<file path="src/hprw_pkg.sv">
package hprw_pkg;

	// clock and the common 1/32 s tick
	localparam int unsigned CLK_PERIOD_NS  = 50;
	localparam int unsigned TICK_PERIOD_US = 31250;
	localparam int unsigned TICK_CYCLES    = TICK_PERIOD_US * 1000 / CLK_PERIOD_NS;

	// durations counted in 1/32 s ticks
	localparam logic [7:0] TICKS_PER_SEC   = 8'h20;
	localparam logic [7:0] HOLD_LONG_TICKS = 8'h80;
	localparam logic [7:0] HOLD_SHORT_TICKS = 8'h08;
	localparam logic [7:0] RESET_PULSE_TICKS = 8'h20;
	localparam logic [7:0] EXTEND_MAX_TICKS = 8'hA0;
	localparam logic [7:0] PULSE_HOLD_CODE = 8'hFF;

	// function mask bit positions
	localparam int unsigned BIT_AUTO_POL     = 0;
	localparam int unsigned BIT_RESET_INVERT = 1;
	localparam int unsigned BIT_POWER_INVERT = 2;
	localparam int unsigned BIT_DISP_FOLLOW  = 4;
	localparam int unsigned BIT_KEY_RESET    = 5;
	localparam int unsigned BIT_KEY_POWER_ON = 6;
	localparam int unsigned BIT_KEY_POWER_OFF = 7;

	// reset values
	localparam logic [7:0] MASK_RESET      = 8'h01;
	localparam logic [7:0] PULSE_LEN_RESET = 8'h20;
	localparam logic       SENSE_SRC_RESET = 1'b1;

	// command codes and reply flag
	localparam logic [7:0] CMD_SWITCH_CFG = 8'h1C;
	localparam logic [7:0] CMD_WATCHDOG   = 8'h1D;
	localparam logic [7:0] REPLY_FLAG     = 8'h40;

	// register byte offsets
	localparam logic [7:0] ADDR_SWITCH_CFG = 8'h00;
	localparam logic [7:0] ADDR_WATCHDOG   = 8'h04;
	localparam logic [7:0] ADDR_REPLY      = 8'h08;
	localparam logic [7:0] ADDR_STATE      = 8'h0C;
	localparam logic [7:0] ADDR_STATUS_BASE = 8'h40;
	localparam logic [7:0] STATUS_BYTES    = 8'h0F;
	localparam logic [3:0] STATUS_IDX_MASK  = 4'h7;
	localparam logic [3:0] STATUS_IDX_WDOG  = 4'h8;
	localparam logic [3:0] STATUS_IDX_SENSE = 4'hB;

	// switch configuration word fields
	localparam int unsigned SWCFG_LEN_LSB = 8;
	localparam int unsigned SWCFG_SRC_BIT = 16;
	localparam int unsigned SWCFG_CNT_LSB = 24;

	typedef enum logic [1:0] {
		ST_IDLE   = 2'b00,
		ST_ARM    = 2'b01,
		ST_PULSE  = 2'b11,
		ST_REBOOT = 2'b10
	} hprw_state_t;

	typedef enum logic [2:0] {
		K_NONE    = 3'h0,
		K_KEY_RST = 3'h1,
		K_PWR_ON  = 3'h2,
		K_PWR_OFF = 3'h3,
		K_WDOG    = 3'h4
	} hprw_kind_t;

endpackage

</file>
<file path="src/hprw_pin_if.sv">
`timescale 1ns/1ps
`default_nettype none
interface hprw_pin_if;
	logic drive;
	logic driveHigh;
	logic idleLevel;
	modport ctrl (output drive, output driveHigh, input idleLevel);
	modport pin  (input drive, input driveHigh, output idleLevel);
endinterface
`default_nettype wire

</file>
<file path="src/hprw_pin_drv.sv">
`timescale 1ns/1ps
`default_nettype none
module hprw_pin_drv
	import hprw_pkg::*;
(
	input  wire logic clk,
	input  wire logic reset_n,
	input  wire logic pinIn,
	output var  logic pinOut,
	output var  logic pinOe,
	hprw_pin_if.pin   port
);

	logic syncA_q, syncB_q, idle_q, out_q, oe_q;
	logic idle_d, out_d, oe_d;

	// idle level learned only while the line floats; pulled-up lines read high
	always_comb begin
		idle_d = idle_q;
		if (!oe_q && !port.drive) begin
			idle_d = syncB_q;
		end
		oe_d  = port.drive;
		out_d = port.driveHigh;
	end

	always_ff @(posedge clk or negedge reset_n) begin
		if (!reset_n) begin
			syncA_q <= 1'b1;
			syncB_q <= 1'b1;
			idle_q  <= 1'b1;
			out_q   <= 1'b0;
			oe_q    <= 1'b0;
		end else begin
			syncA_q <= pinIn;
			syncB_q <= syncA_q;
			idle_q  <= idle_d;
			out_q   <= out_d;
			oe_q    <= oe_d;
		end
	end

	assign port.idleLevel = idle_q;
	assign pinOut         = out_q;
	assign pinOe          = oe_q;

endmodule
`default_nettype wire

</file>
<file path="src/hprw_supervisor.sv">
// Chosen here: the register addresses and the Avalon-MM slave port.
`timescale 1ns/1ps
`default_nettype none
module hprw_supervisor
	import hprw_pkg::*;
#(
	parameter int unsigned TICK_CYCLES_P = TICK_CYCLES
) (
	input  wire logic        clk,
	input  wire logic        reset_n,
	input  wire logic [7:0]  address,
	input  wire logic        read,
	input  wire logic        write,
	input  wire logic [31:0] writedata,
	input  wire logic [3:0]  byteenable,
	output var  logic [31:0] readdata,
	output var  logic        waitrequest,
	input  wire logic        confirmKey,
	input  wire logic        cancelKey,
	input  wire logic        supplySense,
	input  wire logic        gpioSense,
	input  wire logic        hostResetIn,
	output var  logic        hostResetOut,
	output var  logic        hostResetOe,
	input  wire logic        hostPowerIn,
	output var  logic        hostPowerOut,
	output var  logic        hostPowerOe,
	output var  logic        displayBlank,
	output var  logic        backlightOff,
	output var  logic [1:0]  messageCode,
	output var  logic        rebootReq
);

	function automatic logic [7:0] statusByte(input logic [3:0] idx, input logic [7:0] mask,
		input logic [7:0] wdog, input logic src);
		statusByte = 8'h00;
		if (idx == STATUS_IDX_MASK) statusByte = mask;
		if (idx == STATUS_IDX_WDOG) statusByte = wdog;
		if (idx == STATUS_IDX_SENSE) statusByte = {7'h00, src};
	endfunction

	////////////////////////////////////////////////////////////////////////////////
	// pin synchronisers and tick divider

	logic [3:0]  syncA_q, syncB_q;
	logic [19:0] div_q, div_d;
	logic        tick_q, tick_d;

	always_comb begin
		div_d  = div_q + 20'h00001;
		tick_d = 1'b0;
		if (div_q == 20'(TICK_CYCLES_P - 1)) begin
			div_d  = 20'h00000;
			tick_d = 1'b1;
		end
	end

	always_ff @(posedge clk or negedge reset_n) begin
		if (!reset_n) begin
			syncA_q <= 4'h0;
			syncB_q <= 4'h0;
			div_q   <= 20'h00000;
			tick_q  <= 1'b0;
		end else begin
			syncA_q <= {gpioSense, supplySense, cancelKey, confirmKey};
			syncB_q <= syncA_q;
			div_q   <= div_d;
			tick_q  <= tick_d;
		end
	end

	logic confirmK, cancelK;
	assign confirmK = syncB_q[0];
	assign cancelK  = syncB_q[1];

	////////////////////////////////////////////////////////////////////////////////
	// configuration, watchdog, reply and bus

	logic [7:0]  mask_q, mask_d, len_q, len_d, wdSec_q, wdSec_d;
	logic [4:0]  wdSub_q, wdSub_d;
	logic        src_q, src_d, wdPend_q, wdPend_d;
	logic        repValid_q, repValid_d, wait_q, wait_d;
	logic [7:0]  repType_q, repType_d;
	logic [31:0] rdata_q, rdata_d;
	logic        sense_q, sense_d, blank_q, blank_d, reboot_q, reboot_d;
	logic [1:0]  msg_q, msg_d;
	logic        wdTaken, lock, senseNow, doWrite, doRead;
	logic [1:0]  byteCnt;
	hprw_state_t state_q, state_d;
	hprw_kind_t  kind_q, kind_d;
	logic [7:0]  cnt_q, cnt_d;
	logic        ext_q, ext_d;

	assign senseNow = src_q ? syncB_q[2] : syncB_q[3];
	assign doWrite  = write && !wait_q;
	assign doRead   = read && !wait_q;
	assign byteCnt  = writedata[SWCFG_CNT_LSB +: 2];
	assign lock = (state_q == ST_PULSE && kind_q == K_KEY_RST) || state_q == ST_REBOOT;

	always_comb begin
		mask_d     = mask_q;
		len_d      = len_q;
		src_d      = src_q;
		wdSec_d    = wdSec_q;
		wdSub_d    = wdSub_q;
		wdPend_d   = wdPend_q && !wdTaken;
		repValid_d = repValid_q;
		repType_d  = repType_q;
		rdata_d    = rdata_q;
		wait_d     = !((read || write) && wait_q);
		sense_d    = senseNow;
		if (doRead && address == ADDR_REPLY) begin
			repValid_d = 1'b0;
		end
		if (read && wait_q) begin
			rdata_d = 32'h00000000;
			if (address == ADDR_SWITCH_CFG) begin
				rdata_d = {15'h0000, src_q, len_q, mask_q};
			end else if (address == ADDR_WATCHDOG) begin
				rdata_d = {24'h000000, wdSec_q};
			end else if (address == ADDR_REPLY) begin
				rdata_d = {23'h000000, repValid_q, repType_q};
			end else if (address == ADDR_STATE) begin
				rdata_d = {26'h0000000, hostPowerOe, hostResetOe, lock, wdPend_q,
					state_q};
			end else if (address >= ADDR_STATUS_BASE &&
					address < ADDR_STATUS_BASE + (STATUS_BYTES << 2) &&
					address[1:0] == 2'b00) begin
				rdata_d = {24'h000000, statusByte(4'(address[5:2]), mask_q, wdSec_q,
					src_q)};
			end
		end
		if (tick_q && wdSec_q != 8'h00) begin
			wdSub_d = wdSub_q + 5'h01;
			if (wdSub_q == 5'(TICKS_PER_SEC - 8'h01)) begin
				wdSub_d = 5'h00;
				wdSec_d = wdSec_q - 8'h01;
				if (wdSec_q == 8'h01) begin
					wdPend_d = 1'b1;
				end
			end
		end
		if (senseNow && !sense_q) begin
			wdSec_d = 8'h00;
		end
		if (doWrite && byteenable[0] && !lock) begin
			if (address == ADDR_SWITCH_CFG && byteCnt != 2'b00) begin
				mask_d = writedata[7:0];
				if (byteCnt >= 2'b10) begin
					len_d = writedata[SWCFG_LEN_LSB +: 8];
				end
				if (byteCnt == 2'b11) begin
					src_d = writedata[SWCFG_SRC_BIT];
				end
				repValid_d = 1'b1;
				repType_d  = CMD_SWITCH_CFG | REPLY_FLAG;
			end else if (address == ADDR_WATCHDOG) begin
				wdSec_d    = writedata[7:0];
				wdSub_d    = 5'h00;
				repValid_d = 1'b1;
				repType_d  = CMD_WATCHDOG | REPLY_FLAG;
			end
		end
		if (state_q == ST_REBOOT) begin
			wdSec_d = 8'h00;
		end
	end

	always_ff @(posedge clk or negedge reset_n) begin
		if (!reset_n) begin
			mask_q     <= MASK_RESET;
			len_q      <= PULSE_LEN_RESET;
			src_q      <= SENSE_SRC_RESET;
			wdSec_q    <= 8'h00;
			wdSub_q    <= 5'h00;
			wdPend_q   <= 1'b0;
			repValid_q <= 1'b0;
			repType_q  <= 8'h00;
			rdata_q    <= 32'h00000000;
			wait_q     <= 1'b1;
			sense_q    <= 1'b0;
		end else begin
			mask_q     <= mask_d;
			len_q      <= len_d;
			src_q      <= src_d;
			wdSec_q    <= wdSec_d;
			wdSub_q    <= wdSub_d;
			wdPend_q   <= wdPend_d;
			repValid_q <= repValid_d;
			repType_q  <= repType_d;
			rdata_q    <= rdata_d;
			wait_q     <= wait_d;
			sense_q    <= sense_d;
		end
	end

	////////////////////////////////////////////////////////////////////////////////
	// key gestures and pulse sequencing

	logic keyHeld, endPulse, holdMode;

	always_comb begin
		state_d  = state_q;
		kind_d   = kind_q;
		cnt_d    = cnt_q;
		ext_d    = ext_q;
		wdTaken  = 1'b0;
		endPulse = 1'b0;
		keyHeld  = (kind_q == K_PWR_OFF) ? cancelK : confirmK;
		// 255 holds until the host changes state
		holdMode = (kind_q == K_PWR_ON || kind_q == K_PWR_OFF) && len_q == PULSE_HOLD_CODE;
		reboot_d = (senseNow && !sense_q) || state_q == ST_REBOOT;
		unique case (state_q)
			ST_IDLE: begin
				cnt_d = 8'h00;
				ext_d = 1'b0;
				if (wdPend_q) begin
					// start on a tick so the pulse spans whole ticks
					if (tick_q) begin
						wdTaken = 1'b1;
						state_d = ST_PULSE;
						kind_d  = K_WDOG;
						cnt_d   = RESET_PULSE_TICKS;
					end
				end else if (confirmK && senseNow && mask_q[BIT_KEY_RESET]) begin
					state_d = ST_ARM;
					kind_d  = K_KEY_RST;
				end else if (confirmK && !senseNow && mask_q[BIT_KEY_POWER_ON]) begin
					state_d = ST_ARM;
					kind_d  = K_PWR_ON;
				end else if (cancelK && senseNow && mask_q[BIT_KEY_POWER_OFF]) begin
					state_d = ST_ARM;
					kind_d  = K_PWR_OFF;
				end
			end
			ST_ARM: begin
				if (!keyHeld || senseNow == (kind_q == K_PWR_ON)) begin
					state_d = ST_IDLE;
					kind_d  = K_NONE;
				end else if (tick_q) begin
					cnt_d = cnt_q + 8'h01;
					if (cnt_d == ((kind_q == K_PWR_ON) ? HOLD_SHORT_TICKS : HOLD_LONG_TICKS))
					begin
						state_d = ST_PULSE;
						cnt_d   = (kind_q == K_KEY_RST) ? RESET_PULSE_TICKS : len_q;
					end
				end
			end
			ST_PULSE: begin
				if (holdMode) begin
					endPulse = (kind_q == K_PWR_ON) ? senseNow : !senseNow;
				end else if (ext_q && !cancelK) begin
					endPulse = 1'b1;
				end else if (tick_q) begin
					// the closing tick is the last one of the pulse
					if (cnt_q > 8'h01) begin
						cnt_d = cnt_q - 8'h01;
					end else if (kind_q == K_PWR_OFF && !ext_q && cancelK) begin
						ext_d = 1'b1;
						cnt_d = EXTEND_MAX_TICKS;
					end else begin
						endPulse = 1'b1;
					end
				end
				if (endPulse) begin
					state_d = (kind_q == K_KEY_RST || kind_q == K_PWR_ON) ? ST_REBOOT : ST_IDLE;
					kind_d  = K_NONE;
				end
			end
			ST_REBOOT: begin
				state_d = ST_IDLE;
			end
		endcase
		blank_d = mask_q[BIT_DISP_FOLLOW] && !senseNow;
		msg_d   = 2'b00;
		if (state_q == ST_PULSE && kind_q == K_KEY_RST) msg_d = 2'b01;
		if (state_q == ST_PULSE && kind_q == K_PWR_ON) msg_d = 2'b10;
		if (state_q == ST_PULSE && kind_q == K_PWR_OFF) msg_d = 2'b11;
	end

	always_ff @(posedge clk or negedge reset_n) begin
		if (!reset_n) begin
			state_q  <= ST_IDLE;
			kind_q   <= K_NONE;
			cnt_q    <= 8'h00;
			ext_q    <= 1'b0;
			blank_q  <= 1'b0;
			msg_q    <= 2'b00;
			reboot_q <= 1'b0;
		end else begin
			state_q  <= state_d;
			kind_q   <= kind_d;
			cnt_q    <= cnt_d;
			ext_q    <= ext_d;
			blank_q  <= blank_d;
			msg_q    <= msg_d;
			reboot_q <= reboot_d;
		end
	end

	////////////////////////////////////////////////////////////////////////////////
	// line drivers

	hprw_pin_if pinIf[2] ();
	logic [1:0] pinIn, pinOutW, pinOeW, invertBit, driveW;

	assign pinIn     = {hostPowerIn, hostResetIn};
	assign invertBit = {mask_q[BIT_POWER_INVERT], mask_q[BIT_RESET_INVERT]};
	assign driveW[0] = state_q == ST_PULSE && (kind_q == K_KEY_RST || kind_q == K_WDOG);
	assign driveW[1] = state_q == ST_PULSE && (kind_q == K_PWR_ON || kind_q == K_PWR_OFF);

	genvar g;
	generate
		for (g = 0; g < 2; g++) begin : gLine
			assign pinIf[g].drive = driveW[g];
			assign pinIf[g].driveHigh = mask_q[BIT_AUTO_POL] ? !pinIf[g].idleLevel
				: invertBit[g];
			hprw_pin_drv uDrv (
				.clk     (clk),
				.reset_n (reset_n),
				.pinIn   (pinIn[g]),
				.pinOut  (pinOutW[g]),
				.pinOe   (pinOeW[g]),
				.port    (pinIf[g])
			);
		end
	endgenerate

	assign hostResetOut = pinOutW[0];
	assign hostResetOe  = pinOeW[0];
	assign hostPowerOut = pinOutW[1];
	assign hostPowerOe  = pinOeW[1];
	assign readdata     = rdata_q;
	assign waitrequest  = wait_q;
	assign displayBlank = blank_q;
	assign backlightOff = blank_q;
	assign messageCode  = msg_q;
	assign rebootReq    = reboot_q;

endmodule
`default_nettype wire

</file>
<file path="config.mk">
export PLATFORM = sky130hd
export DESIGN_NAME = hprw_supervisor
export DESIGN_NICKNAME = d
export VERILOG_FILES = /design/src/hprw_pkg.sv /design/src/hprw_pin_if.sv /design/src/hprw_pin_drv.sv /design/src/hprw_supervisor.sv
export SDC_FILE = /design/constraint.sdc
export NUM_CORES = 1
export LEC_CHECK = 0
export BUFFER_PORTS_ARGS = -buffer_cell sky130_fd_sc_hd__buf_2
export CAP_MARGIN = 20
export CORE_MARGIN = 8
export CORE_UTILIZATION = 35
export DETAILED_ROUTE_END_ITERATION = 16
export REMOVE_ABC_BUFFERS = 1
export SYNTH_ARGS = -nofsm -noshare
export SYNTH_HDL_FRONTEND = slang
export SYNTH_SLANG_ARGS = --single-unit
export TNS_END_PERCENT = 10
</file>
<file path="constraint.sdc">
create_clock -name clk -period 2.1 [get_ports clk]
set_input_delay 0.525 -clock clk [delete_from_list [all_inputs] [get_ports clk]]
set_output_delay 0.525 -clock clk [all_outputs]
set_load 0.005 [all_outputs]
</file>
## After elaboration in Yosys (flattened, before gate mapping)

Index checks and enable logic that the tools add are counted.

| operators by class | value |
|---|---|
| $add $sub $neg | 5 |
| multipliers | 0 |
| div/mod/pow operators | 0 |
| $lt $le $gt $ge | 4 |
| eq/ne operators | 34 |
| shifts and indexed selects | 0 |
| mux-type cells | 86 |
| bitwise gates (word level) | 0 |
| reduce and logical (&&, ||, !) cells | 69 |

Operator list:

| cell | number |
|---|---|
| 8-bit 2-to-1 mux | 24 |
| 1-bit logical AND | 31 |
| 1-bit 2-to-1 mux | 28 |
| 5-bit 2-to-1 mux | 5 |
| 2-bit 2-to-1 mux | 12 |
| 8-bit case mux with 3 select lines | 1 |
| 3-bit 2-to-1 mux | 7 |
| 20-bit by 1-bit adder with 20-bit output, second input constant | 1 |
| 20-bit equality test, second input constant | 1 |
| 20-bit 2-to-1 mux | 1 |
| 9-bit 2-to-1 mux | 2 |
| 17-bit 2-to-1 mux | 1 |
| 8-bit by 4-bit equality test with 1-bit output, second input constant | 2 |
| 8-bit by 1-bit subtractor with 8-bit output, second input constant | 2 |
| 1-bit logical NOT | 15 |
| 2-bit inequality test, second input constant | 7 |
| 6-bit 2-to-1 mux | 2 |
| 5-bit AND reduction | 2 |
| 3-bit inequality test, second input constant | 3 |
| 3-bit case mux with 3 select lines | 1 |
| 8-bit by 1-bit adder with 8-bit output, second input constant | 1 |
| 4-bit equality test, second input constant | 2 |
| 8-bit by 1-bit equality test with 1-bit output, second input constant | 1 |
| 8-bit by 3-bit equality test with 1-bit output, second input constant | 1 |
| 30 further kinds | 45 |

| word-level totals | value |
|---|---|
| bits in registers | 131 |
| bits in latches | 0 |
| bits in writable memories | 0 |
| ROM bits | 0 |
| bits of input ports | 54 |
| output and inout port bits | 42 |
| memories kept | 0 |

## Logic depth before layout (Yosys ltp)

Gate-level depths: netlist of run 1.

| logic depth | value |
|---|---|
| depth after elaboration | 11 |
| gate-level depth with buffers | 9 |
| gate-level depth less buffers | 9 |

## Modules after synthesis

A second synthesis of run 1 with hierarchy kept.

| unflattened totals | value |
|---|---|
| cells, all modules | 638 |
| area total of the unflattened synthesis | 6,129.6 um2 |

Modules (own cells, without submodules):

| module | times used | cells an instance | area each (um2) | sequential area each (um2) |
|---|---|---|---|---|
| hprw_supervisor | 1 | 624 | 5,841.9 | 2,507.4 |
| hprw_pin_drv | 2 | 7 | 143.9 | 128.9 |

## Worst setup path before layout of run 1

OpenSTA, ideal clock, no wires.

| path | value |
|---|---|
| kind | reg2reg |
| start | register cnt_q[0] |
| end | register cnt_q[0] |
| arrival time | 2,197 ps |
| required time | 2,013 ps |
| setup slack | -183 ps |
| stages on the path, launching flop included | 10 |
| path buffers | 2 |
| clock period less this slack | 2,283 ps |
| cell sequence | dfrtp_1 > ha_1 > clkbuf_1 > xnor2_1 > and4_1 > o221ai_1 > a21o_1 > buf_6 > or4_1 > o211ai_1 |

| on the way | value |
|---|---|
| word-level cells in the longest chain between the ends | 6 |

RTL lines:

| item | line | text |
|---|---|---|
| start, declared | hprw_supervisor.sv:91 | `logic [7:0] cnt_q, cnt_d;` |
| start signal, assigned | hprw_supervisor.sv:293 | `cnt_q <= cnt_d;` |
| 8-bit by 1-bit adder with 8-bit output, or another cell as far along | hprw_supervisor.sv:241 | `cnt_d = cnt_q + 8'h01;` |
| 8-bit equality test / 8-bit 2-to-1 mux (equally long branches) | hprw_supervisor.sv:242, hprw_supervisor.sv:256 |  |
| 8-bit 2-to-1 mux (on tied branches) | hprw_supervisor.sv:242, hprw_supervisor.sv:254 |  |
| 8-bit 2-to-1 mux (on tied branches) | hprw_supervisor.sv:240, hprw_supervisor.sv:252 |  |
| 8-bit 2-to-1 mux (on tied branches) | hprw_supervisor.sv:237, hprw_supervisor.sv:250 |  |
| 8-bit case mux with 3 select lines | hprw_supervisor.sv:213 | `unique case (state_q)` |

Several ways; a longest one is shown, not always the timed one. The select of a mux whose other input is x is not followed.
A chain may end at the register's enable or synchronous reset.

## Worst setup path after layout of run 1

| path | value |
|---|---|
| start | register cnt_q[6] |
| end | register state_q[1] |

| on the way | value |
|---|---|
| word-level cells in the longest chain between the ends | 8 |

RTL lines:

| item | line | text |
|---|---|---|
| 8-bit by 1-bit > comparator with 1-bit output | hprw_supervisor.sv:256 | `if (cnt_q > 8'h01) begin` |
| 1-bit 2-to-1 mux | hprw_supervisor.sv:256 |  |
| 1-bit 2-to-1 mux | hprw_supervisor.sv:254 | `end else if (tick_q) begin` |
| 1-bit 2-to-1 mux | hprw_supervisor.sv:252 | `end else if (ext_q && !cancelK) begin` |
| 1-bit 2-to-1 mux | hprw_supervisor.sv:250 | `if (holdMode) begin` |
| 1-bit 2-to-1 mux | hprw_supervisor.sv:213 |  |
| 2-bit by 1-bit inequality test with 1-bit output (no line) | -- |  |
| 5-bit AND reduction (no line) * | -- |  |
| end signal, assigned | hprw_supervisor.sv:291 | `state_q <= state_d;` |
| end, declared | hprw_supervisor.sv:89 | `hprw_state_t state_q, state_d;` |

Mark *: on every way between the ends. The rest lies on a longest branch, timed or not. The select of a mux whose other input is x is not followed.

==> results of run 1 <==
sequential cells by signal (all words and copies together), names as in the netlist, 2 cells and up:
name / count
readdata: 17
div_q: 20
wdSec_q: 8
repType_q: 2
messageCode: 2
wdSub_q: 5
syncB_q: 4
syncA_q: 4
mask_q: 8
gLine.uDrv.syncA_q: 2
gLine.uDrv.pinOe: 2
gLine.uDrv.port.idleLevel: 2
len_q: 8
kind_q: 3
gLine.uDrv.syncB_q: 2
cnt_q: 8
state_q: 2
gLine.uDrv.pinOut: 2
power groups by stage:
| stage | sequential (mW) | clock (mW) | combinational (mW) |
|---|---|---|---|
| after floorplan | 2.52 | 0 | 1.33 |
| after global placement | 2.46 | 0 | 2.43 |
| after detailed placement | 2.47 | 0 | 2.50 |
| after CTS | 2.44 | 1.79 | 2.66 |
| after global routing | 2.46 | 1.87 | 3.01 |
| final | 2.44 | 1.74 | 2.76 |
worst min-delay path by stage:
stage,startpoint,endpoint
global placement,syncA_q[3]$_DFF_PN0_,syncB_q[3]$_DFF_PN0_
CTS,reset_n,mask_q[6]$_DFFE_PN0P_
global route,reset_n,mask_q[6]$_DFFE_PN0P_
detailed placement,syncA_q[2]$_DFF_PN0_,syncB_q[2]$_DFF_PN0_
floorplan,reset_n,backlightOff$_DFF_PN0_
finish,reset_n,mask_q[6]$_DFFE_PN0P_
routing by layer:
metal | global-route usage | up-vias | part of all wire
met2 | 0.249 | 158 | 0.46
met1 | 0.205 | 2576 | 0.45
met5 | 0 | - | 0
met3 | 0.0375 | 22 | 0.067
li1 | - | 2487 | -
met4 | 0.0510 | 0 | 0.018
kinds of logic (layout without fill, tap and decap cells):
group           Yosys count  in the layout  share of synthesized area
fa+ha+maj                15             15                     0.0312
buf+inv                  68            197                     0.0544
mux                      31             31                     0.0565
flops                   110            110                      0.459
compound gates          144            144                      0.161
xor+xnor                 33             33                     0.0480
simple gates            220            220                      0.188
other cells               1             15                   0.000623
Yosys cell counts, types with 5 or more instances:
cell      number
inv_1         22
dfstp_2       10
a22oi_1       10
o22ai_1        6
nor2_1        49
mux2_2        24
nand3_1       23
nor2b_1        6
mux2i_1        7
or4_1          5
clkbuf_1      23
o21a_1         6
and2_1         5
nand2_1       56
o211ai_1       6
xnor2_1       21
o31ai_1       14
xor2_1        12
nor4_1         5
nand4_1        6
dfrtp_1      100
a31oi_1        9
and3_1        13
nand2b_1       6
nor3_1        13
ha_1          15
buf_4         16
o21ai_0       34
a21oi_1       24
nand3b_1       7
worst reg2reg max path: stages, from the launching register on:
cell and delay (ps):
dfrtp_1 380, or3_4 420, nor4_4 350, a311oi_2 190, a311oi_4 300, o21ai_1 170
mux2_2 300
repair_timing:
item                                    CTS  global route
gates resized for setup                  18            16
endpoints found under the setup margin   14            34
buffers inserted                          0             1
pin swaps                                 5             5
layout make-up:
cell class	count	area share
inverters	23	0.0114
clock inverters	4	0.00725
repair buffers	158	0.139
well taps	225	0.0371
flip-flops and latches	110	0.365
clock buffers	12	0.0311
multi-input cells	458	0.410
==> results.md, run 1 <==
- During synthesis, Yosys emitted a total of 0 warnings.
- At the placement stage, the worst setup path has a slack of -291 ps.
- The number of nets still failing antenna checks after routing is 0.
- The clock passes through at most 2 buffers.
- In this run the count of I/O pins placed on the die edge is 96.
- The peak ir drop on the vdd network is just over 500 uV.
- The combined area of all synthesized cells is around 0.006 mm2.
- The kind of cell with the highest combined delay along the critical path is simple AND/OR/NAND/NOR gates.
- The die covers 0.0217 mm2.
- The cell row count is 48.
- The sum of negative setup slack is -418 ps.
- The sequential fraction of the synthesis area is 0.459.
- The number of failing setup endpoints in the final timing report is 5.
- Headroom to the max-slew limit came out at 0.606.
- The share of cells above drive strength 1 is 0.311.
- The largest individual stage delay along the critical path comes from the cell or3_4.
- The HPWL after detailed placement is around 13 mm.
- The routed design could run at a clock period as short as between 2000 and 2500 ps.
- The combinational cell fraction of total power is 0.398.
- The library cells used most frequently in the layout, excluding fill and tap cells, are 98 x dfrtp_1, 93 x buf_4, 63 x buf_2, 56 x nand2_1, 49 x nor2_1.
- The final route contains around 5200 vias.
- The finished cells cover 0.00759 mm2.
- The register area is between 0.002 and 0.003 mm2.
- The maximum number of pins on one net before global-route repair is just over 40.
- The number of fillers in the final layout is 1671.
- In the global route stage, overall resource usage came out at 0.156.
- Dividing the detail-routed wire length by the instance count gives ~17 um.
- Counting flops with an async set or reset pin after synthesis yields a share of 1.00.
- The number of DRC markers in iteration 0 is around 450.
- The kind of start point of the critical path is a flip-flop.
- The critical path crosses 6 cells after its start point.
- The signal arrival time at the worst endpoint is between 2000 and 2500 ps.
- In the finished design, the share of the clock period the worst path needs comes to 1.06.
- The clock root buffer master is clkbuf_16.
- For this run, the share of the core covered by cells in the final layout is 0.445.
- The leakage dissipation is between 3 and 4 nW.
- The fraction of power spent switching nets is 0.346.
- Using the TritonRoute via totals, the vias-per-cell ratio works out to approximately 5.3.
- The number of max-slew violations in the final report is 0.
- The wire length of the first global-routing pass is 27.5 mm.
- Once layout is complete, the cells apart from fillers number 990.
- The floorplan step set the die height to about 150 um.
- Clock latency on the worst-skew pair, taken at its later pin, is ~360 ps.
- The internal power is around 4.5 mW.
- For this design the total switching power over the nets is roughly 2.4 mW.
- The number of global-route vias before repair was ~5400.
- The number of antenna cells inserted is 0.
- The most used flip-flop cell after synthesis is dfrtp_1.
- The overall power of the completed layout is between 6 and 7 mW.
- For this run, the slowest stage of the critical path takes roughly 420 ps.
- The starting density of the core is 0.353.
- The worst min-delay path class is in2async.
- The H-tree depth is 3.
- The kind of end point of the critical path is a flip-flop.
- dfrtp_1 takes more of the synthesized area than any other cell.
- In the post-synthesis netlist, the biggest area contributors are dfrtp_1 42%, mux2_2 4.5%, dfstp_2 4.4%, nand2_1 3.5%, ha_1 3.1%.
- Static timing analysis puts the maximum clock frequency at between 0.4 and 0.5 GHz.
- Summed over all layers, the global routing overflow is 0.
- In this run the worst path has a maximum fanout of 4.
- Buffers inserted during clock tree synthesis total 9.
- The endpoint identified for the worst register-to-register timing path is state_q[1]$_DFFE_PN0P_.
- Synthesis inferred 110 register bits.
- The timing startpoint of the critical path is cnt_q[6]$_DFFE_PN0P_.
- The multi-input combinational cells in the finished layout cover a total of between 0.003 and 0.004 mm2.
- Max-cap violations in this run came to 0.
- Across all hold checks on the routed design, the worst slack comes to 36.0 ps.
- The share of synthesized area in the top cell type comes to 0.416.
- The floorplan step set the die width to roughly 150 um.
- Yosys mapped a number of flops with a built-in enable equal to 0.
- The share of total power in the clock network is 0.251.
- The number of buffers and inverters on the critical path is 0.
- The number of port buffers is 64.
- The power density of the placed cells is around 910 mW/mm2.
- The mean post-synth cell area is between 9 and 10 um2.
- For the worst flop-to-flop path, the logic depth is 6.
- After the last flow step, the layout net total stands at between 800 and 900.
- The initial antenna violation count is 0.
- The part of the total power dissipated in sequential elements is 0.351.
- For this design, the CTS-stage hold fixing added 0 buffers.
- Leaving out fill and tap cells, the most frequent cell in the layout is dfrtp_1.
- The synthesized netlist contains 69 unique library cells.
- The post-layout worst setup margin is -127 ps.
- The number of instances in the placed design is around 1000.
- The gate count after technology mapping is ~620.
- The clock tree from TritonCTS is yes.
- The critical path goes through or3_4, nor4_4, a311oi_2, a311oi_4, o21ai_1, mux2_2.
- In this run the critical register-to-register path is launched from cnt_q[6]$_DFFE_PN0P_.
- The minimum setup slack among reg-to-reg paths is -130 ps.
- The final number of hold-violating endpoints came to 0.
- Data on the critical path is required at its endpoint by 2350 ps.
- The routability congestion estimate is a little under 0.9.
- The first detailed-routing pass ran for 5 iterations.
- The category of the most critical setup path is reg2reg.
- The clock-pin slew reported for the worst setup and hold paths after clock tree synthesis is ~80 ps.
- The critical path ends at state_q[1]$_DFFE_PN0P_.
- For this run, design rule violations remaining after detail routing come to 0.
- The transition time of the tightest slew-check pin is ~600 ps.
- The run finished, with violations left.
- After detailed routing, the total wire length is ~17 mm.
- The core area is approximately 0.017 mm2.
- The clock sink count is 110.
- Setup repair after global routing could not meet its margin everywhere.
- The post-placement cell area is around 0.0072 mm2.
- The final reports fail on setup timing.
- The layout overhead on the synthesized area is 26.1%.
- For the final database, setup skew stands at between 9 and 10 ps.
(Power assumes the default switching activity.)
==> run 2: changes to the inputs <==
--- a/config.mk
+++ b/config.mk
@@ -10,6 +10,8 @@
 export CORE_MARGIN = 8
 export CORE_UTILIZATION = 35
 export DETAILED_ROUTE_END_ITERATION = 16
+export HOLD_SLACK_MARGIN = 0.06
+export PLACE_DENSITY = 0.68
 export REMOVE_ABC_BUFFERS = 1
 export SYNTH_ARGS = -nofsm -noshare
 export SYNTH_HDL_FRONTEND = slang
==> results.md, run 2 (synthesis results as in run 1) <==
- The run finished, with violations left.
- The final reports fail on setup timing.
- The cell row count was 48 (unchanged).
- The routed length on met3 was 748 um (-33%).
- The count of max-cap constraint violations is 0 (unchanged).
- Setup repair after global routing could not meet its margin everywhere.
- The number of buffers inserted for hold repair after clock tree synthesis was 0 (unchanged).
- The reported net switching power is 2.46 mW (+2.4%).
- The time the worst path needs with I/O delays and setup is 2260 ps (+35.9 ps).
- The clock sink count is 110 (unchanged).
- The number of DRC markers in iteration 0 was 381 (-15%).
- Counting flops per register, the top entry is div_q.
- The H-tree depth is 3 (unchanged).
- In this run the worst hold path is classified as in2async.
- The number of antenna cells inserted is 0 (unchanged).
- The share of total power in the clock network is 0.245 (-0.006).
- The signal arrival time at the worst endpoint was 2510 ps (+30 ps).
- The HPWL after detailed placement is 12.6 mm (-2.7%).
- Leaving out fill and tap cells, the most frequent cell in the layout is buf_4.
- The critical path is of the reg2reg type.
- The sum of negative setup slack came to -680 ps (-262 ps).
- The part of the total power dissipated in sequential elements is 0.352 (about the same).
- The kind of end point of the critical path is a flip-flop.
- The highest metal layer carrying signal wires in the routed design is met5.
- The post-placement setup slack is -226 ps (+64.6 ps).
- The power density of the placed cells is 915 mW/mm2 (about the same).
- The maximum number of pins on one net before global-route repair is 40 (-2.4%).
- The number of top-level design ports is 96 (unchanged).
- The number of buffers created by CTS is 9 (unchanged).
- The wire length of the first global-routing pass came to 27.2 mm (-1.0%).
- The number of nets still failing antenna checks after routing is 0 (unchanged).
- The number of port buffers is 64 (unchanged).
- The maximum buffer depth of the clock tree is 2 (unchanged).
- The relative max-transition margin is 0.606 (about the same).
- The die width was 147 um (unchanged).
- The post-layout worst setup margin is -163 ps (-35.9 ps).
- The number of global-route vias before repair is 5291 (-1.1%).
- TritonCTS built the clock tree.
- In this run the critical register-to-register path is captured at kind_q[1]$_DFFE_PN0P_.
- The leakage dissipation is 3.44 nW (+0.97%).
- The fraction of power spent switching nets is 0.353 (+0.00723).
- The number of remaining DRC errors is 0 (unchanged).
- The flip-flop count of the largest register after layout is 20 (unchanged).
- The final critical-path share of the clock period was 1.08 (+0.0171).
- The vias per cell came to 5.19 (-2.0%).
- The share of cells above drive strength 1 came to 0.313 (+0.00236).
- The worst hold slack across all endpoints was 65.4 ps (+29.4 ps).
- The final global-route overflow total is 0 (unchanged).
- The routability congestion estimate was 0.940 (+7.4%).
- The transition time of the tightest slew-check pin is 590 ps (+4.19 ps).
- The overall track demand over capacity in global routing is 0.154 (-0.00259).
- The initial antenna violation count is 1 (+1).
- The total length of routed wires is 16.5 mm (-1.8%).
- The number of max-slew violations in the final report was 0 (unchanged).
- The library cells used most frequently in the layout, excluding fill and tap cells, are 100 x buf_4, 98 x dfrtp_1, 63 x buf_2, 56 x nand2_1, 49 x nor2_1.
- The clock-pin slew reported for the worst setup and hold paths after clock tree synthesis came to 80 ps (about the same).
- The area growth from synthesis to layout is 26.4%.
- The total number of vias is 5175 (-1.3%).
- The core area is 0.0171 mm2 (unchanged).
- The first-pass iteration count of the detailed router is 5 (unchanged).
- The peak ir drop on the vdd network is 386 uV (-25%).
- The kind of start point of the critical path is a flip-flop.
- The number of failing setup endpoints in the final timing report is 9 (+4).
- The die area is 0.0217 mm2 (unchanged).
- The final setup skew is 11.0 ps (+1.23 ps).
- The clock root buffer master is clkbuf_16.
- The minimum setup slack among reg-to-reg paths is -160 ps (-40 ps).
- The combinational cell fraction of total power came to 0.403 (+0.005).
- The final number of hold-violating endpoints is 0 (unchanged).
- The required arrival time at the worst endpoint is 2350 ps (about the same).
- The post-layout net count is 836 (+0.84%).
- The routed wire length on met2 came to 8.11 mm (+4.9%).
- The overall power of the completed layout is 6.96 mW (+0.29%).
- The clock latency of the later-clocked register in the worst-skew pair is 360 ps (about the same).
- The timing-limited maximum frequency is 0.442 GHz (-1.6%).
- The detailed-route wire length on metal 1 was 7.25 mm (-4.9%).
- The height of the chip was 147 um (unchanged).
- The startpoint of the lowest-slack register-to-register path is cnt_q[4]$_DFFE_PN0P_.
- The largest driver fanout on the critical path came to 4 (unchanged).
- The starting density of the core is 0.353 (unchanged).
- The internal power is 4.51 mW (-0.81%).
- The detailed-route wire length per cell is 16.5 um (-2.5%).
- The path depth of the worst reg2reg path came to 7 (+1).
==> run 2: critical path, stage by stage, from the launching register on <==
cell,delay (ps)
dfrtp_1,380
or3_4,420
nor4_4,230
buf_4,190
a311oi_4,110
a311oi_4,340
nand3_2,170
mux2_2,300
==> run 2: power groups by stage <==
stage | Sequential (mW) | Combinational, mW | Clock, mW
finish | 2.45 | 2.81 | 1.70
global route | 2.48 | 3.07 | 1.82
CTS | 2.44 | 2.66 | 1.75
detailed placement | 2.48 | 2.55 | 0
global placement | 2.48 | 2.53 | 0
floorplan | 2.52 | 1.33 | 0
==> run 2: per-stage QoR <==
step                 util  instance area (um2)  std cells
floorplan               -                 5830        591
global placement    0.422                 7200        979
detailed placement  0.422                 7200        979
CTS                 0.443                 7550        996
global route        0.446                 7610        997
finish              0.446                 7610        997
==> run 2: final cells by class <==
type                       count  area (um2)
timing repair buffer         165        1110
tap                          225         282
multi-input combinational    458        3080
fill                        1680        9440
inverter                      23        86.3
clock buffer                   9         225
clock inverter                 7        62.6
sequential                   110        2770
==> run 2: timing repair <==
action | 4_1_cts | 5_1_grt
pin swaps | 3 | 3
setup endpoints to repair | 14 | 37
endpoints found under the hold margin | 0 | 0
setup buffers | 1 | 1
resized for setup | 11 | 17
==> run 2: layer usage <==
layer | vias up | track usage
met2 | 114 | 0.257
li1 | 2503 | -
met4 | 2 | 0.0541
met5 | - | 0
met3 | 27 | 0.0338
met1 | 2529 | 0.192
==> run 2: worst max-delay path by stage <==
stage | slack, ps | cells past startpoint | end | start
2_1_floorplan | -390 | 6 | src_q$_DFFE_PN1P_ | address[1]
3_3_place_gp | -200 | 9 | mask_q[2]$_DFFE_PN0P_ | address[1]
3_5_place_dp | -230 | 9 | mask_q[5]$_DFFE_PN0P_ | address[1]
4_1_cts | -70 | 9 | state_q[1]$_DFFE_PN0P_ | cnt_q[0]$_DFFE_PN0P_
5_1_grt | -220 | 7 | kind_q[0]$_DFFE_PN0P_ | cnt_q[4]$_DFFE_PN0P_
6_report | -160 | 7 | kind_q[1]$_DFFE_PN0P_ | cnt_q[4]$_DFFE_PN0P_
==> run 3: changes to the inputs <==
--- a/config.mk
+++ b/config.mk
@@ -8,10 +8,10 @@
 export BUFFER_PORTS_ARGS = -buffer_cell sky130_fd_sc_hd__buf_2
 export CAP_MARGIN = 20
 export CORE_MARGIN = 8
-export CORE_UTILIZATION = 35
+export CORE_UTILIZATION = 52
 export DETAILED_ROUTE_END_ITERATION = 16
 export HOLD_SLACK_MARGIN = 0.06
-export PLACE_DENSITY = 0.68
+export PLACE_DENSITY = 0.89
 export REMOVE_ABC_BUFFERS = 1
 export SYNTH_ARGS = -nofsm -noshare
 export SYNTH_HDL_FRONTEND = slang
==> results.md, run 3 (synthesis results as in run 1) <==
- The final global-route overflow total is 0 (unchanged).
- The flip-flop count of the largest register after layout is 20 (unchanged).
- The die width is 124 um (-16%).
- The required arrival time at the worst endpoint is 2330 ps (-20 ps).
- The most common cell after layout, fill and taps aside is dfrtp_1.
- The number of max-slew violations in the final report is 0 (unchanged).
- The core area is 0.0114 mm2 (-33%).
- The number of antenna cells inserted was 0 (unchanged).
- The path depth of the worst reg2reg path was 9 (+2).
- The clock tree from TritonCTS is yes.
- The number of failing setup endpoints in the final timing report is 10 (+1).
- The flow ran to the end, but the final reports show violations.
- The category of the most critical setup path is reg2reg.
- The height of the chip is 124 um (-16%).
- The timing endpoint of the critical path is state_q[1]$_DFFE_PN0P_.
- The time the worst path needs with I/O delays and setup came to 2200 ps (-60.2 ps).
- The final critical-path share of the clock period came to 1.05 (-0.0286).
- The vias per cell came to 6.02 (+16%).
- The timing startpoint of the critical path is cnt_q[1]$_DFFE_PN0P_.
- The final reports fail on setup timing.
- The met2 track utilization from global routing is 0.399 (+0.142).
- The cell row count is 39 (-19%).
- In this run the clock root is driven by a clkbuf_16.
- The first-pass iteration count of the detailed router is 5 (unchanged).
- The total number of vias was 5480 (+5.9%).
- The final setup skew is 17.0 ps (+6.01 ps).
- The number of fillers in the final layout is 840 (-50%).
- The power density of the placed cells was 941 mW/mm2 (+2.9%).
- The timing-limited maximum frequency came to 0.454 GHz (+2.7%).
- Setup repair after global routing could not meet its margin everywhere.
- The wire length of the first global-routing pass is 28.0 mm (+2.7%).
- The clock latency of the later-clocked register in the worst-skew pair is 360 ps (about the same).
- The number of port buffers is 64 (unchanged).
- The peak ir drop on the vdd network was 714 uV (+85%).
- The library cells used most frequently in the layout, excluding fill and tap cells, are 98 x dfrtp_1, 95 x buf_4, 63 x buf_2, 56 x nand2_1, 49 x nor2_1.
- The count of max-cap constraint violations is 0 (unchanged).
- The clock sink count is 110 (unchanged).
- The number of global-route vias before repair is 5606 (+6.0%).
- The kind of start point of the critical path is a flip-flop.
- The non-filler instance count after layout is 911 (-8.6%).
- div_q holds more flip-flops than any other register.
- The final standard cell utilization of the core is 0.668 (+0.222).
- The relative max-transition margin is 0.593 (-0.0130).
- The most utilized layer in the global route result is met2.
- The maximum number of pins on one net before global-route repair is 42 (+5.0%).
- The routability congestion estimate is 0.982 (+4.4%).
- The overall track demand over capacity in global routing was 0.229 (+0.0756).
- The minimum setup slack among reg-to-reg paths is -100 ps (+60 ps).
- The met1 global-route usage is 0.276 (+0.0849).
- The total length of routed wires is 17.2 mm (+4.2%).
- The post-layout worst setup margin is -103 ps (+60.2 ps).
- The maximum buffer depth of the clock tree is 2 (unchanged).
- The worst setup path is captured at a flip-flop.
- The share of cells above drive strength 1 was 0.329 (+0.0160).
- The number of instances in the placed design is 890 (-9.1%).
- The die area came to 0.0153 mm2 (-29%).
- The worst min-delay path class is in2async.
- The number of top-level design ports is 96 (unchanged).
- The clock-pin slew reported for the worst setup and hold paths after clock tree synthesis is 90 ps (about the same).
- The final number of hold-violating endpoints is 0 (unchanged).
- The transition time of the tightest slew-check pin is 605 ps (+15.3 ps).
- The number of remaining DRC errors is 0 (unchanged).
- The number of buffers created by CTS came to 9 (unchanged).
- The detailed-route wire length per cell is 18.8 um (+14%).
- The leakage dissipation is 3.45 nW (+0.30%).
- The number of nets still failing antenna checks after routing came to 0 (unchanged).
- The global routing usage on met3 is 0.0367 (+0.00288).
- The starting density of the core is 0.530 (+0.177).
- The number of DRC markers in iteration 0 came to 518 (+36%).
- The initial antenna violation count is 0 (-1).
- The largest driver fanout on the critical path is 4 (unchanged).
- The endpoint of the worst register-to-register path is state_q[1]$_DFFE_PN0P_.
- The HPWL after detailed placement came to 12.9 mm (+2.0%).
- Compared with the post-synthesis result, the final layout area differs by 26.1%.
- The H-tree depth is 3 (unchanged).
- The signal arrival time at the worst endpoint is 2430 ps (-80 ps).
- In this run the critical register-to-register path is launched from cnt_q[1]$_DFFE_PN0P_.
- The post-layout net count is 832 (-0.48%).
## run 3: changes by cell type in the layout (fill, tap and decap cells not counted), moves of 2 or more
| cell | change |
|---|---|
| nor4_2 | +2 |
| ha_4 | +2 |
| buf_6 | +2 |
| buf_4 | -5 |
| o21ai_0 | -2 |
| ha_1 | -2 |
| inv_8 | +2 |
| inv_6 | -4 |
## run 3: per-stage QoR
step           area (um2)  TNS (ps)  setup WS, ps  hold slack (ps)  total power [mW]
2_1_floorplan        5830     -8540          -387              229              3.85
3_3_place_gp         7040     -1190          -117              333              4.84
3_5_place_dp         7040     -3480          -191              341              4.95
4_1_cts              7450      -327         -65.4              125              6.85
5_1_grt              7590     -1780          -201              147              7.47
6_report             7590      -524          -103              119              7.14
## run 3: repair_timing
item / CTS / global route
hold buffers: 0 / 0
buffers inserted: 2 / 3
endpoints found under the setup margin: 12 / 20
resized for setup: 23 / 29
cloned: 0 / 0
pin swaps: 10 / 12
## run 3: where the power goes
group	leakage [nW]	switching, mW	internal [mW]
Sequential	1.42	0.138	2.29
Clock	0.150	0.862	0.850
Combinational	1.88	1.58	1.42
## run 3: worst min-delay path by stage
stage | cells past startpoint | slack (ps) | to
finish | 1 | 120 | readdata[9]$_DFFE_PN0P_
global route | 1 | 150 | readdata[15]$_DFFE_PN0P_
CTS | 1 | 120 | readdata[13]$_DFFE_PN0P_
detailed placement | 0 | 340 | syncB_q[1]$_DFF_PN0_
global placement | 0 | 330 | syncB_q[3]$_DFF_PN0_
floorplan | 0 | 230 | backlightOff$_DFF_PN0_
## run 3: final cells by class
type | instances | area [um2] | area share
multi-input combinational | 458 | 3190 | 0.420
sequential | 110 | 2770 | 0.364
timing repair buffer | 161 | 1070 | 0.141
clock buffer | 9 | 225 | 0.0297
tap | 143 | 179 | 0.0236
inverter | 23 | 86.3 | 0.0114
clock inverter | 7 | 75.1 | 0.00989
## run 3: layer usage
layer | routed length, um | vias up
li1 | - | 2482
met5 | 0 | -
met1 | 6760 | 2694
met4 | 540 | 0
met3 | 989 | 53
met2 | 8860 | 251
## run 3: worst max-delay path, cell delays in order (launching register included)
cell	delay, ps
dfrtp_1	400
inv_2	110
ha_4	150
o21bai_4	70
nor4_2	240
buf_4	190
a311oi_4	100
a311oi_4	360
o21ai_2	130
mux2_4	320
